==> src/core/brio_pkg.sv <==
// Package of constants shared by the I/O window address decoder.
package brio_pkg;

	// ------------------------------------------------------------
	// Configuration space offsets (byte addresses; OFS_IO_LOW and OFS_IO_HIGH are dword aligned)
	// ------------------------------------------------------------
	localparam logic [7:0] OFS_IO_LOW = 8'h1C;
	localparam logic [7:0] OFS_IO_HIGH = 8'h30;
	localparam logic [7:0] OFS_IO_BASE_LOW = 8'h1C;
	localparam logic [7:0] OFS_IO_LIMIT_LOW = 8'h1D;
	localparam logic [7:0] OFS_IO_BASE_HIGH = 8'h30;
	localparam logic [7:0] OFS_IO_LIMIT_HIGH = 8'h32;

	// ------------------------------------------------------------
	// Field layout and constant values
	// ------------------------------------------------------------
	localparam logic [3:0] IO_CAP_NIBBLE = 4'h1;
	localparam logic [11:0] IO_BASE_FILL = 12'h000;
	localparam logic [11:0] IO_LIMIT_FILL = 12'hFFF;
	localparam logic [3:0] IO_BASE_NIB_RESET = 4'h0;
	localparam logic [3:0] IO_LIMIT_NIB_RESET = 4'h0;
	localparam logic [15:0] IO_HIGH_RESET = 16'h0000;
	localparam logic [15:0] ISA_REGION_HIGH = 16'h0000;
	localparam logic [1:0] ISA_LOW_QUARTER = 2'h0;
	localparam int NIB_HI_MSB = 7;
	localparam int NIB_HI_LSB = 4;
	localparam int ISA_SEL_MSB = 9;
	localparam int ISA_SEL_LSB = 8;
	localparam logic [31:0] RD_ZERO = 32'h0000_0000;
	localparam logic [31:0] IO_RESET_LIMIT = 32'h0000_0FFF;

endpackage

==> src/core/brio_io_window.sv <==
// Inclusive I/O window compare with the ISA-mode hole below 64 kB.
`timescale 1ns/10ps
`default_nettype none
module brio_io_window
	import brio_pkg::*;
(
	input wire logic [31:0] addr,
	input wire logic [31:0] windowBase,
	input wire logic [31:0] windowLimit,
	input wire logic isaEnable,
	output logic inWindow,
	output logic claimDown
);

	wire logic windowOn;
	wire logic firstSixtyFour;
	wire logic isaHole;

	// A base above the limit turns the window off entirely.
	assign windowOn = windowBase <= windowLimit;
	assign inWindow = windowOn && addr >= windowBase &&
		addr <= windowLimit;
	assign firstSixtyFour = addr[31:16] == ISA_REGION_HIGH;
	assign isaHole = isaEnable && firstSixtyFour &&
		addr[ISA_SEL_MSB:ISA_SEL_LSB] != ISA_LOW_QUARTER;
	assign claimDown = inWindow && !isaHole;

endmodule
`default_nettype wire

==> src/core/brio_decode.sv <==
// I/O address decoder of a two-bus bridge with its window registers.
`timescale 1ns/10ps
`default_nettype none

// Function
// - Forward in-window primary I/O when enabled.
// - Forward out-of-window secondary I/O upstream.
// - I/O enable clear ignores primary I/O.
// - Master enable clear ignores secondary traffic.
// - Base above limit disables the window.
// - Base byte: bits 15:12, low nibble 1h.
// - Writable upper 16 base address bits.
// - Limit byte: bits 15:12, low nibble 1h.
// - Writable upper 16 limit address bits.
// - Reset window to 0000_0000h through 0000_0FFFh.
// - ISA mode acts only inside window below 64 kB.
// - ISA mode blocks upper 768 bytes of each 1 kB downstream.
// - ISA mode forwards those 768 bytes upstream.
// - Above 64 kB decode by window only.
// - Memory enable gates downstream memory forwarding.
// - Master enable permits upstream memory and I/O.
// - No translation; unclaimed addresses go upstream.
module brio_decode
	import brio_pkg::*;
(
	input wire logic clk,
	input wire logic rst_n,
	// Configuration access from the primary side.
	input wire logic cfgWrite,
	input wire logic cfgRead,
	input wire logic [7:0] cfgAddr,
	input wire logic [3:0] cfgByteEn,
	input wire logic [31:0] cfgWrData,
	output logic [31:0] cfgRdData_q,
	output logic cfgRdValid_q,
	// Command and bridge control bits held elsewhere.
	input wire logic ioEnable,
	input wire logic memEnable,
	input wire logic masterEnable,
	input wire logic isaEnable,
	// Primary bus transaction presented for decode.
	input wire logic priValid,
	input wire logic priIsIo,
	input wire logic priIsMem,
	input wire logic [31:0] priAddr,
	input wire logic priMemHit,
	output logic priFwdIo_q,
	output logic priFwdMem_q,
	output logic [31:0] priFwdAddr_q,
	// Secondary bus transaction presented for decode.
	input wire logic secValid,
	input wire logic secIsIo,
	input wire logic secIsMem,
	input wire logic [31:0] secAddr,
	input wire logic secMemHit,
	output logic secFwdIo_q,
	output logic secFwdMem_q,
	output logic [31:0] secFwdAddr_q,
	// Window state for the memory and VGA decoders.
	output logic ioWindowOn_q
);

	// ------------------------------------------------------------
	// Helpers
	// ------------------------------------------------------------
	function automatic logic [7:0] laneMerge(input logic [7:0] oldVal,
		input logic [7:0] newVal, input logic enable);
		laneMerge = enable ? newVal : oldVal;
	endfunction

	function automatic logic dwordHit(input logic [7:0] addr,
		input logic [7:0] ofs);
		dwordHit = addr[7:2] == ofs[7:2];
	endfunction

	// ------------------------------------------------------------
	// Window registers
	// ------------------------------------------------------------
	logic [3:0] baseNib_q;
	logic [3:0] baseNib_d;
	logic [3:0] limitNib_q;
	logic [3:0] limitNib_d;
	logic [15:0] baseHigh_q;
	logic [15:0] baseHigh_d;
	logic [15:0] limitHigh_q;
	logic [15:0] limitHigh_d;

	wire logic hitLow;
	wire logic hitHigh;
	wire logic wrLow;
	wire logic wrHigh;
	wire logic [7:0] baseLowByte;
	wire logic [7:0] limitLowByte;
	wire logic [7:0] baseLowNew;
	wire logic [7:0] limitLowNew;

	assign hitLow = dwordHit(cfgAddr, OFS_IO_LOW);
	assign hitHigh = dwordHit(cfgAddr, OFS_IO_HIGH);
	assign wrLow = cfgWrite && hitLow;
	assign wrHigh = cfgWrite && hitHigh;

	// Low nibble of each byte is a fixed capability code.
	assign baseLowByte = {baseNib_q, IO_CAP_NIBBLE};
	assign limitLowByte = {limitNib_q, IO_CAP_NIBBLE};

	assign baseLowNew = laneMerge(baseLowByte, cfgWrData[7:0],
		wrLow && cfgByteEn[0]);
	assign limitLowNew = laneMerge(limitLowByte, cfgWrData[15:8],
		wrLow && cfgByteEn[1]);

	assign baseNib_d = baseLowNew[NIB_HI_MSB:NIB_HI_LSB];
	assign limitNib_d = limitLowNew[NIB_HI_MSB:NIB_HI_LSB];
	assign baseHigh_d = {laneMerge(baseHigh_q[15:8], cfgWrData[15:8],
		wrHigh && cfgByteEn[1]), laneMerge(baseHigh_q[7:0],
		cfgWrData[7:0], wrHigh && cfgByteEn[0])};
	assign limitHigh_d = {laneMerge(limitHigh_q[15:8], cfgWrData[31:24],
		wrHigh && cfgByteEn[3]), laneMerge(limitHigh_q[7:0],
		cfgWrData[23:16], wrHigh && cfgByteEn[2])};

	always_ff @(posedge clk) begin
		if (!rst_n) begin
			baseNib_q <= IO_BASE_NIB_RESET;
			limitNib_q <= IO_LIMIT_NIB_RESET;
			baseHigh_q <= IO_HIGH_RESET;
			limitHigh_q <= IO_HIGH_RESET;
		end else begin
			baseNib_q <= baseNib_d;
			limitNib_q <= limitNib_d;
			baseHigh_q <= baseHigh_d;
			limitHigh_q <= limitHigh_d;
		end
	end

	// ------------------------------------------------------------
	// Configuration read back
	// ------------------------------------------------------------
	wire logic [31:0] rdMux;

	// Bytes 1Eh and 1Fh belong to another register and read as zero here.
	assign rdMux = hitLow ? {RD_ZERO[31:16], limitLowByte, baseLowByte} :
		hitHigh ? {limitHigh_q, baseHigh_q} : RD_ZERO;

	always_ff @(posedge clk) begin
		if (!rst_n) begin
			cfgRdData_q <= RD_ZERO;
			cfgRdValid_q <= 1'b0;
		end else begin
			cfgRdData_q <= cfgRead ? rdMux : RD_ZERO;
			cfgRdValid_q <= cfgRead;
		end
	end

	// ------------------------------------------------------------
	// Effective window
	// ------------------------------------------------------------
	wire logic [31:0] windowBase;
	wire logic [31:0] windowLimit;

	assign windowBase = {baseHigh_q, baseNib_q, IO_BASE_FILL};
	assign windowLimit = {limitHigh_q, limitNib_q, IO_LIMIT_FILL};

	// ------------------------------------------------------------
	// Primary and secondary decode
	// ------------------------------------------------------------
	wire logic priInWindow;
	wire logic priClaim;
	wire logic secInWindow;
	wire logic secClaim;

	brio_io_window priWindow (
		.addr(priAddr),
		.windowBase(windowBase),
		.windowLimit(windowLimit),
		.isaEnable(isaEnable),
		.inWindow(priInWindow),
		.claimDown(priClaim)
	);

	brio_io_window secWindow (
		.addr(secAddr),
		.windowBase(windowBase),
		.windowLimit(windowLimit),
		.isaEnable(isaEnable),
		.inWindow(secInWindow),
		.claimDown(secClaim)
	);

	wire logic priFwdIo_d;
	wire logic priFwdMem_d;
	wire logic secFwdIo_d;
	wire logic secFwdMem_d;

	assign priFwdIo_d = priValid && priIsIo && ioEnable &&
		priClaim;
	assign priFwdMem_d = priValid && priIsMem && memEnable &&
		priMemHit;
	// Anything not claimed downstream is a candidate upstream.
	assign secFwdIo_d = secValid && secIsIo && masterEnable &&
		!secClaim;
	assign secFwdMem_d = secValid && secIsMem && masterEnable &&
		!secMemHit;

	always_ff @(posedge clk) begin
		if (!rst_n) begin
			priFwdIo_q <= 1'b0;
			priFwdMem_q <= 1'b0;
			secFwdIo_q <= 1'b0;
			secFwdMem_q <= 1'b0;
			priFwdAddr_q <= RD_ZERO;
			secFwdAddr_q <= RD_ZERO;
			ioWindowOn_q <= 1'b1;
		end else begin
			priFwdIo_q <= priFwdIo_d;
			priFwdMem_q <= priFwdMem_d;
			secFwdIo_q <= secFwdIo_d;
			secFwdMem_q <= secFwdMem_d;
			priFwdAddr_q <= priAddr;
			secFwdAddr_q <= secAddr;
			ioWindowOn_q <= windowBase <= windowLimit;
		end
	end

	// ------------------------------------------------------------
	// Checks
	// ------------------------------------------------------------
	// Write data as it lands in the base nibble, limit nibble and upper limit field, for the checks below.
	wire logic [3:0] wrBaseNib;
	wire logic [3:0] wrLimitNib;
	wire logic [7:0] wrLimitByte;
	wire logic [15:0] wrLimitHigh;

	assign wrBaseNib = cfgWrData[NIB_HI_MSB:NIB_HI_LSB];
	assign wrLimitByte = cfgWrData[15:8];
	assign wrLimitNib = wrLimitByte[NIB_HI_MSB:NIB_HI_LSB];
	assign wrLimitHigh = cfgWrData[31:16];

	a_pri_io_gate: assert property (@(posedge clk) disable iff (!rst_n)
		!ioEnable |=> !priFwdIo_q)
		else $error("primary I/O forwarded while I/O enable clear");

	a_sec_master_gate: assert property (@(posedge clk)
		disable iff (!rst_n)
		!masterEnable |=> !secFwdIo_q && !secFwdMem_q)
		else $error("secondary traffic forwarded without master enable");

	a_window_off: assert property (@(posedge clk) disable iff (!rst_n)
		windowBase > windowLimit && secValid && secIsIo && masterEnable
		|=> !priFwdIo_q && secFwdIo_q && !ioWindowOn_q)
		else $error("disabled window still decodes");

	a_reset_window: assert property (@(posedge clk)
		disable iff (!rst_n)
		$rose(rst_n) |-> windowBase == RD_ZERO &&
		windowLimit == IO_RESET_LIMIT)
		else $error("window not at reset value after reset");

	a_reset_outputs: assert property (@(posedge clk)
		disable iff (!rst_n)
		$rose(rst_n) |-> !priFwdIo_q && !priFwdMem_q && !secFwdIo_q &&
		!secFwdMem_q && !cfgRdValid_q && ioWindowOn_q)
		else $error("outputs not at reset value after reset");

	a_base_write: assert property (@(posedge clk)
		disable iff (!rst_n)
		wrLow && cfgByteEn[0] |=> windowBase[15:0] ==
		{$past(wrBaseNib), IO_BASE_FILL})
		else $error("base byte write not decoded as bits 15:12");

	a_limit_write: assert property (@(posedge clk)
		disable iff (!rst_n)
		wrLow && cfgByteEn[1] |=> windowLimit[15:0] ==
		{$past(wrLimitNib), IO_LIMIT_FILL})
		else $error("limit byte write not decoded as bits 15:12");

	a_limit_high: assert property (@(posedge clk)
		disable iff (!rst_n)
		wrHigh && cfgByteEn[3] && cfgByteEn[2] |=>
		windowLimit[31:16] == $past(wrLimitHigh))
		else $error("upper limit half did not store write");

	a_cap_nibble: assert property (@(posedge clk)
		disable iff (!rst_n)
		cfgRead && hitLow |=> cfgRdValid_q &&
		cfgRdData_q[3:0] == IO_CAP_NIBBLE &&
		cfgRdData_q[11:8] == IO_CAP_NIBBLE)
		else $error("capability nibble not read as 1h");

	a_high_write: assert property (@(posedge clk)
		disable iff (!rst_n)
		wrHigh && cfgByteEn == 4'hF ##1 cfgRead && hitHigh
		|=> cfgRdData_q == $past(cfgWrData, 2))
		else $error("upper window halves did not store write");

	a_in_window_fwd: assert property (@(posedge clk)
		disable iff (!rst_n)
		priValid && priIsIo && ioEnable && priAddr >= windowBase &&
		priAddr <= windowLimit && windowBase <= windowLimit &&
		(!isaEnable || priAddr[31:16] != ISA_REGION_HIGH)
		|=> priFwdIo_q && priFwdAddr_q == $past(priAddr))
		else $error("in-window primary I/O not forwarded");

	a_isa_hole: assert property (@(posedge clk) disable iff (!rst_n)
		priValid && isaEnable && priAddr[31:16] == ISA_REGION_HIGH &&
		priAddr[ISA_SEL_MSB:ISA_SEL_LSB] != ISA_LOW_QUARTER
		|=> !priFwdIo_q)
		else $error("ISA hole forwarded downstream");

	a_isa_upstream: assert property (@(posedge clk)
		disable iff (!rst_n)
		secValid && secIsIo && isaEnable && masterEnable &&
		secAddr[31:16] == ISA_REGION_HIGH &&
		secAddr[ISA_SEL_MSB:ISA_SEL_LSB] != ISA_LOW_QUARTER
		|=> secFwdIo_q)
		else $error("ISA hole not forwarded upstream");

	a_no_gap: assert property (@(posedge clk) disable iff (!rst_n)
		secValid && secIsIo && masterEnable &&
		(secAddr < windowBase || secAddr > windowLimit)
		|=> secFwdIo_q && secFwdAddr_q == $past(secAddr))
		else $error("out-of-window secondary I/O not forwarded");

	a_sec_in_window: assert property (@(posedge clk)
		disable iff (!rst_n)
		secValid && secIsIo && masterEnable && windowBase <= windowLimit &&
		secAddr >= windowBase && secAddr <= windowLimit &&
		!(isaEnable && secAddr[31:16] == ISA_REGION_HIGH &&
		secAddr[ISA_SEL_MSB:ISA_SEL_LSB] != ISA_LOW_QUARTER)
		|=> !secFwdIo_q)
		else $error("in-window secondary I/O forwarded upstream");

	a_mem_gate: assert property (@(posedge clk)
		disable iff (!rst_n)
		priValid && priIsMem && priMemHit
		|=> priFwdMem_q == $past(memEnable))
		else $error("memory forwarding ignores memory enable");

	a_sec_mem_up: assert property (@(posedge clk)
		disable iff (!rst_n)
		secValid && secIsMem && masterEnable && !secMemHit
		|=> secFwdMem_q && secFwdAddr_q == $past(secAddr))
		else $error("upstream memory not forwarded with master enable");

	a_sec_mem_hit: assert property (@(posedge clk)
		disable iff (!rst_n)
		secValid && secIsMem && secMemHit |=> !secFwdMem_q)
		else $error("downstream memory range forwarded upstream");

endmodule
`default_nettype wire

==> config.mk <==
export PLATFORM = sky130hd
export DESIGN_NAME = brio_decode
export DESIGN_NICKNAME = d
export VERILOG_FILES = /design/src/core/brio_pkg.sv /design/src/core/brio_io_window.sv /design/src/core/brio_decode.sv
export SDC_FILE = /design/constraint.sdc
export NUM_CORES = 1
export LEC_CHECK = 0
export BUFFER_PORTS_ARGS = -buffer_cell sky130_fd_sc_hd__buf_2
export CORE_ASPECT_RATIO = 1.5
export CORE_MARGIN = 2
export CORE_UTILIZATION = 55
export DETAILED_ROUTE_END_ITERATION = 12
export GPL_ROUTABILITY_DRIVEN = 1
export PLACE_DENSITY = 0.85
export SLEW_MARGIN = 0
export SYNTH_ARGS = -nofsm -noshare
export SYNTH_HDL_FRONTEND = slang
export SYNTH_SLANG_ARGS = --single-unit
export TNS_END_PERCENT = 10
==> constraint.sdc <==
create_clock -name clk -period 5.1 [get_ports clk]
set_clock_uncertainty 0.05 [all_clocks]
set_input_delay 0 -clock clk [delete_from_list [all_inputs] [get_ports clk]]
set_output_delay 0 -clock clk [all_outputs]
set_load 0.03 [all_outputs]
==> summary.md, run 1 <==
| Metric | Value |
|---|---|
| Worst vdd ir | 0.000228 V |
| Critical path's most frequent cell | dlygate4sd3_1 |
| Async SR Flop Fraction | 0% |
| Post-route ant nets | 0 |
| Initial core utilization | 56.5% |
| Top-Level Pins | 226 |
| CP cell instances | dlygate4sd3_1 > buf_2 > nor4b_4 > and2_1 > buf_4 > nand3_1 > dlygate4sd3_1 > a21boi_0 |
| CTS buffer count | 17 |
| Slew @ Worst Pin | 0.936 ns |
| Total grt overflow | 0 |
| PortBufs | 223 |
| Net count reported at finish | 1304 |
| DP Worst Slack | 2.13 ns |
| Dpl hpwl | ~15 mm |
| RSZ-0062 raised after global routing | false |
| Seq/Total Area, Yosys | 41.6% |
| Via density | 5.82 |
| Die height | 140 microns |
| Power density cells | 276 nW/um^2 |
| Share of cells above drive strength 1 | roughly a quarter |
| Finish-stage setup viols | 0 |
| CP max stage cell | and2_1 |
| Setup WS post-layout | about 2.2 ns |
| Initial antenna violation count | 1 |
| Clock Latency Late Sink | 0.42 ns |
| TNS Setup | 0 ns |
| EDFF count, synth | 0 |
| Final period utilization | 56.5% |
| Post-CTS Setup Bufs | 0 |
| # Max-Cap Violations | 0 |
| Row count | 49 |
| Clk pin slew, worst setup/hold paths | approximately 0.060 ns |
| P_leak | 4.59 nW |
| Root Driver | clkbuf_16 |
| Worst Hold Launch | cfgAddr[5] |
| First-pass GRT wire length | 37.0 mm |
| Vias in the first global route | 7511 |
| CP required | 5.38 ns |
| Placer Congestion | 0.913 |
| Synthesized net count | 945 |
| Post-Syn Area | 6830 sq um |
| Design Power | 2.76 mW |
| Worst Setup End Kind | flip-flop |
| Status | completed |
| Residual DRC count | 0 |
| TritonCTS clock tree | done |
| Yosys reg bits | 142 |
| CP max FO | 26 |
| Via count | 7257 |
| Die width | approximately 95 microns |
| Synth cell types | 43 |
| Syn Area/Cell | 9.46 sq um |
| WS Path Type | in -> reg |
| WL per Instance | ~19 microns |
| CP max stage delay | 0.82 ns |
| Clock Path Buffers | 2 |
| Hold slack | 0.00605 ns |
| DRT Pass-1 Iters | 7 |
| CP Launch Type | input port |
| Inst Count DP | ~1100 |
| Max Slew Vio Count | 0 |
| Placeable Area | around 12000 sq um |
| H-tree depth | 4 |
| Final worst path period need | 2.88 ns |
| Area growth from synthesis to layout | 46.7% |
| Hold Crit Class | in -> reg |
| DR iter-0 viols | 481 |
| Total GRT Usage | 36.3% |
| Ys flop type | dfxtp_1 |
| Rel. slew slack | 37.6% |
| Reg2Reg Launch Point | limitNib_q[2]$_SDFFE_PN0P_ |
| Critical Path Source | cfgAddr[3] |
| Final wirelength | 24.2 mm |
| Cells after Synth | 722 |
| Yosys synthesis warning count | 0 |
| FMAX | 0.347 GHz |
| Final Non-Filler Cells | about 1200 |
| Largest net degree at the start of global routing | around 110 |
| Critical path arrival | 3.16 ns |
| Final Hold Fails | 0 |
| CTS sink count | 142 |
| Die Area | 13300 sq um |
## synthesized netlist by cell type (8+ instances only)
cell type	number	area [sq um]
dfxtp_1	142	2840
ha_1	99	1240
and2_1	68	425
nand2_1	65	244
inv_1	43	161
nand3_1	42	210
a21oi_1	31	155
a21boi_1	30	225
and3_1	24	150
nand4_1	20	125
nor2_1	19	71.3
clkbuf_1	17	63.8
o21ai_0	15	75.1
a21o_1	12	90.1
nor2b_1	11	68.8
a22o_1	10	87.6
nor4_1	9	56.3
mux2i_1	8	80.1
## where the power goes
group	internal, mW	total [mW]	switching (mW)	leakage (nW)
clock	0.755	1.24	0.481	0.289
combinational	0.170	0.376	0.206	3.13
sequential	1.14	1.15	0.00876	1.16
## registers in the layout, summed over array words and instances (netlist names), 4 cells and up
signal        flops
baseHigh_q       16
baseNib_q         4
cfgRdData_q      32
limitHigh_q      16
limitNib_q        4
priFwdAddr_q     32
secFwdAddr_q     32
## placed cells by master, fill, tap and decap left out, types with 3 or more instances in the layout
cell type	Yosys	final
buf_2	5	223
dfxtp_1	142	142
dlygate4sd3_1	0	141
ha_1	99	99
and2_1	68	68
nand2_1	65	65
inv_1	43	43
nand3_1	42	42
a21oi_1	31	31
a21boi_1	30	30
and3_1	24	24
nand4_1	20	20
nor2_1	19	19
clkbuf_16	0	17
o21ai_0	15	15
a21o_1	12	12
nor2b_1	11	11
a22o_1	10	10
nor4_1	9	9
mux2i_1	8	8
nor3_1	7	7
a211oi_1	7	7
clkinv_2	0	4
a21boi_0	3	3
o21a_1	3	3
or4_1	3	3
nor4b_1	3	3
clkbuf_8	0	3
clkinv_4	0	3
## area by class of cell
class,count,area (sq um)
inverter,43,161
fill,664,2060
clock buffer,21,470
antenna,1,2.50
tap,153,191
timing repair buffer,366,2540
multi-input combinational,511,3690
sequential,142,2840
clock inverter,10,114
## path summary, 6_finish.rpt
check	cells after the start	slack, ns	end
max	8	2.22	limitHigh_q[7]$_SDFFE_PN0P_
min	3	0.006	cfgRdData_q[30]$_SDFF_PP0_
max reg2reg	8	2.53	secFwdIo_q$_SDFF_PN0_
min reg2reg	2	0.41	limitHigh_q[13]$_SDFFE_PN0P_
## logic make-up after synthesis
group                    after synthesis  share of synthesized area (%)
AO/OA/AOI/OAI                        125                           12.5
flip-flops                           142                           41.6
multiplexers                           8                           1.17
adder cells (fa/ha/maj)               99                           18.1
AND/OR/NAND/NOR                      279                           22.3
buffers and inverters                 69                           4.32
## worst max-delay path: cells and delay by family
kind / cells / cell delay (ns)
AO/OA/AOI/OAI: 1 / 0.19
buffers and inverters: 4 / 1.54
AND/OR/NAND/NOR: 3 / 1.40
## what timing repair did
| action | 4_1_cts | 5_1_grt |
|---|---|---|
| resized for setup | 0 | 0 |
| hold buffers | 141 | 0 |
| setup endpoints to repair | 0 | 0 |
| hold endpoints to repair | 128 | 0 |
## metal layers
layer,global-route usage (%),wire [microns],vias up
met5,0,0,-
met4,25.4,1710,0
met3,7.80,1650,152
met2,65.2,12500,469
met1,35.8,8320,3345
li1,-,-,3291
## per-stage QoR
stage          area, sq um  utilization, %
2_1_floorplan         6830               -
3_3_place_gp          8020            66.4
3_5_place_dp          8020            66.4
4_1_cts              10000            82.9
5_1_grt              10000            82.9
6_report             10000            82.9
Power figures use the tool's default switching activity.
==> run 2, diff against run 1 <==
- ABC_AREA: default -> 1
- CORE_UTILIZATION: 55 -> 51
- PLACE_DENSITY: 0.85 -> 0.79
- clock period: 5.1 -> 2.67 ns (I/O delays scaled with it)
==> run 2 against run 1 <==
  * Worst setup slack got worse by 1.7 ns
  * Sequential share of layout area down 1.2 points
  * Final area is 4.5% higher
  * Global-route usage decreased by 4.1 points
  * Largest cell class unchanged
==> summary.md, run 2 <==
| Metric | Value |
|---|---|
| Async SR Flop Fraction | 0% (unchanged) |
| CP Launch Type | input port (unchanged) |
| Simple-Gate Fraction of Synth Area | 19.8% (was 22.3%) |
| Hold slack | 0.0429 ns (was 0.00605 ns) |
| Initial antenna violation count | 1 (unchanged) |
| Total GRT Usage | 32.2% (was 36.3%) |
| Area contributors post-synth | dfxtp_1, ha_1, nand2_1 (was dfxtp_1, ha_1, and2_1) |
| Area growth from synthesis to layout | 51.1% (was 46.7%) |
| Most frequent cells in the layout | buf_2, nand2_1, dlygate4sd3_1 (was buf_2, dfxtp_1, dlygate4sd3_1) |
| Logic pwr share | 14.8% (was 13.6%) |
| # Max-Cap Violations | 0 (unchanged) |
| DR iter-0 viols | 437 (was 481) |
| Root Driver | clkbuf_16 (unchanged) |
| Most common cell after layout, fill and taps aside | buf_2 (unchanged) |
| CP max FO | 16 (was 26) |
| Critical Path Source | cfgAddr[3] (unchanged) |
| Largest net degree at the start of global routing | 71 (was 108) |
| Die width | 99.1 microns (was 95.0 microns) |
| H-tree depth | 4 (unchanged) |
| Cells after Synth | 878 (was 722) |
| Top-Level Pins | 226 (unchanged) |
| Final period utilization | between 80% and 90% |
| RSZ-0062 raised after global routing | false (unchanged) |
| EDFF count, synth | 0 (unchanged) |
| Placeable Area | 13400 sq um (was 12100 sq um) |
| Synthesized net count | 1101 (was 945) |
| Ys flop type | dfxtp_1 (unchanged) |
| CTS resizes | 0 (unchanged) |
| Post-synthesis xor/xnor area fraction | 0% (unchanged) |
| Sequential power share | 40.3% (was 41.6%) |
| Via count | 7541 (was 7257) |
| FILL cells | 921 (was 664) |
| Synth cell types | 30 (was 43) |
| Most common cell in the synthesized netlist | nand2_1 (was dfxtp_1) |
| Row count | 52 (was 49) |
| Rel. slew slack | 54.5% (was 37.6%) |
| TritonCTS clock tree | done (unchanged) |
| Total grt overflow | 0 (unchanged) |
| Net count reported at finish | 1495 (was 1304) |
| Via density | 5.21 (was 5.82) |
| FF/Latch Area | 2840 sq um (unchanged) |
| Reg2reg end | secFwdIo_q$_SDFF_PN0_ (unchanged) |
| Status | completed (unchanged) |
| Critical path arrival | 2.43 ns (was 3.16 ns) |
| DP Worst Slack | 0.772 ns (was 2.13 ns) |
| CTS sink count | 142 (unchanged) |
| Power density cells | 519 nW/um^2 (was 276 nW/um^2) |
| Clock Latency Late Sink | 0.42 ns (about the same) |
| Cell depth of the worst flop-to-flop path | 14 (was 8) |
| Dpl hpwl | 14.7 mm (about the same) |
| DRT Pass-1 Iters | 6 (was 7) |
| Die height | 147 microns (was 140 microns) |
| WL per Instance | 16.3 microns (was 19.4 microns) |
| Residual DRC count | 0 (unchanged) |
| P_sw | 1.40 mW (was 696 uW) |
| Reg2Reg Launch Point | limitHigh_q[1]$_SDFFE_PN0P_ (was limitNib_q[2]$_SDFFE_PN0P_) |
| Mux cell area share after synthesis | 0% (was 1.17%) |
| Largest family of logic cells by synthesized area | simple AND/OR/NAND/NOR gates (unchanged) |
| Synth Area in Compound Gates | 11.7% (was 12.5%) |
| Slew @ Worst Pin | 0.683 ns (was 0.936 ns) |
| Final Hold Fails | 0 (unchanged) |
| Yosys top cell by area | dfxtp_1 (unchanged) |
| Yosys synthesis warning count | 0 (unchanged) |
| Final worst path period need | 2.18 ns |
| Yosys top cell area share | 41.1% (was 41.6%) |
| P_leak | 5.45 nW (was 4.59 nW) |
| WHS Path Cells | 3 (unchanged) |
| Worst vdd ir | 0.000426 V (was 0.000228 V) |
| FMAX | 0.458 GHz |
| WL met3 | 1.42 mm (was 1.65 mm) |
| Die Area | 14500 sq um (was 13300 sq um) |
| Setup WS post-layout | 0.485 ns (was 2.22 ns) |
| Clk pin slew, worst setup/hold paths | 0.06 ns (about the same) |
| R2R setup slack | 0.69 ns (was 2.53 ns) |
| Final wirelength | 23.6 mm (was 24.2 mm) |
| Top Layer Used | met4 (unchanged) |
| Yosys reg bits | 142 (unchanged) |
| Post-route ant nets | 0 (unchanged) |
| Finish-stage setup viols | 0 (unchanged) |
| Int Power | 4.03 mW (was 2.06 mW) |
| WS Path Type | in -> reg (unchanged) |
| Clock network fraction of design power | 44.9% (was 44.8%) |
| Crit path capture | baseHigh_q[1]$_SDFFE_PN0P_ (was limitHigh_q[7]$_SDFFE_PN0P_) |
| Initial core utilization | 51.6% (was 56.5%) |
| First-pass GRT wire length | 37.0 mm (about the same) |
| Wire length on met1 | 8.44 mm (was 8.32 mm) |
| Worst Setup End Kind | flip-flop (unchanged) |
| Clock Path Buffers | 2 (unchanged) |
| Design Power | 5.43 mW (was 2.76 mW) |
| Max Slew Vio Count | 0 (unchanged) |
| Placer Congestion | 0.878 (was 0.913) |
| Biggest regs | cfgRdData_q: 32 flops, priFwdAddr_q: 32 flops, secFwdAddr_q: 32 flops (unchanged) |
| Inst Count DP | 1245 (was 1074) |
| CP required | 2.91 ns (was 5.38 ns) |
| Syn Area/Cell | 7.88 sq um (was 9.46 sq um) |
| Vias in the first global route | 7832 (was 7511) |
| Seq/Total Area, Yosys | 41.1% (was 41.6%) |
| CTS buffer count | 17 (unchanged) |
| Share of cells above drive strength 1 | 21.0% (was 23.6%) |
| Adder-cell share of the synthesized area | 17.9% (was 18.1%) |
| Multi-input gate area | 3420 sq um (was 3690 sq um) |
| TNS Setup | 0 ns (unchanged) |
| Switching part of the total | 25.8% (was 25.2%) |
| PortBufs | 223 (unchanged) |
| Post-Syn Area | 6920 sq um (was 6830 sq um) |
| Final Non-Filler Cells | 1447 (was 1247) |
| Routed wl met2 | 12.3 mm (was 12.5 mm) |
| Synth top cells by count | nand2_1, inv_1, dfxtp_1, ha_1, nor2_1 (was dfxtp_1, ha_1, and2_1, nand2_1, inv_1) |
| Hold Crit Class | in -> reg (unchanged) |
==> run 2: power groups by stage <==
| stage | logic [mW] | clock network [mW] | registers [mW] |
|---|---|---|---|
| after detailed placement | 0.601 | 0 | 2.23 |
| final | 0.802 | 2.44 | 2.19 |
| after global routing | 0.870 | 2.54 | 2.19 |
| after CTS | 0.768 | 2.44 | 2.19 |
| after floorplan | 0.238 | 0 | 2.35 |
| after global placement | 0.584 | 0 | 2.23 |
==> run 2: timing repair <==
action	in CTS	in global routing
hold endpoints to repair	108	0
setup buffers	0	0
hold buffers	170	0
==> run 2: cells by family after synthesis <==
family                     count (synthesis)
AOI/OAI and AO/OA                        148
adders and majority gates                 99
buffers and inverters                    166
DFF                                      142
and+or+nand+nor                          323
==> run 2: critical path, cell delays in order <==
cell	delay (ns)
buf_2	0.12
nor3_2	0.23
nand2_2	0.13
nor2_8	0.23
nand2_4	0.18
o21ai_0	0.24
dlygate4sd3_1	0.63
a21oi_1	0.06
dlygate4sd3_1	0.60
==> run 2: final cells by class <==
type / count / area share, %
Antenna cell: 1 / 0.0239
Tap cell: 162 / 1.94
Timing Repair Buffer: 396 / 27.2
Clock inverter: 12 / 1.54
Clock buffer: 19 / 4.23
Inverter: 145 / 5.20
Multi-Input combinational cell: 570 / 32.7
Sequential cell: 142 / 27.2
==> run 2: how the worst min path moves through the flow <==
stage	end	slack, ns	start
after floorplan	secFwdMem_q$_SDFF_PN0_	0.03	secMemHit
after global placement	secFwdMem_q$_SDFF_PN0_	0.11	secMemHit
after detailed placement	secFwdMem_q$_SDFF_PN0_	0.12	secMemHit
after CTS	baseHigh_q[9]$_SDFFE_PN0P_	0.0005	rst_n
after global routing	baseHigh_q[9]$_SDFFE_PN0P_	0.03	rst_n
final	baseHigh_q[9]$_SDFFE_PN0P_	0.04	rst_n
==> run 2: stage by stage <==
stage | instance area, sq um | utilization (%)
2_1_floorplan | 6920 | -
3_3_place_gp | 8150 | 60.8
3_5_place_dp | 8150 | 60.8
4_1_cts | 10500 | 78.0
5_1_grt | 10500 | 78.1
6_report | 10500 | 78.1
==> run 2: per-layer routing <==
layer  up-vias  global-route usage (%)
met5         -                       0
met2       352                    59.9
met4         0                    19.9
li1       3625                       -
met3       112                    6.32
met1      3452                    32.0
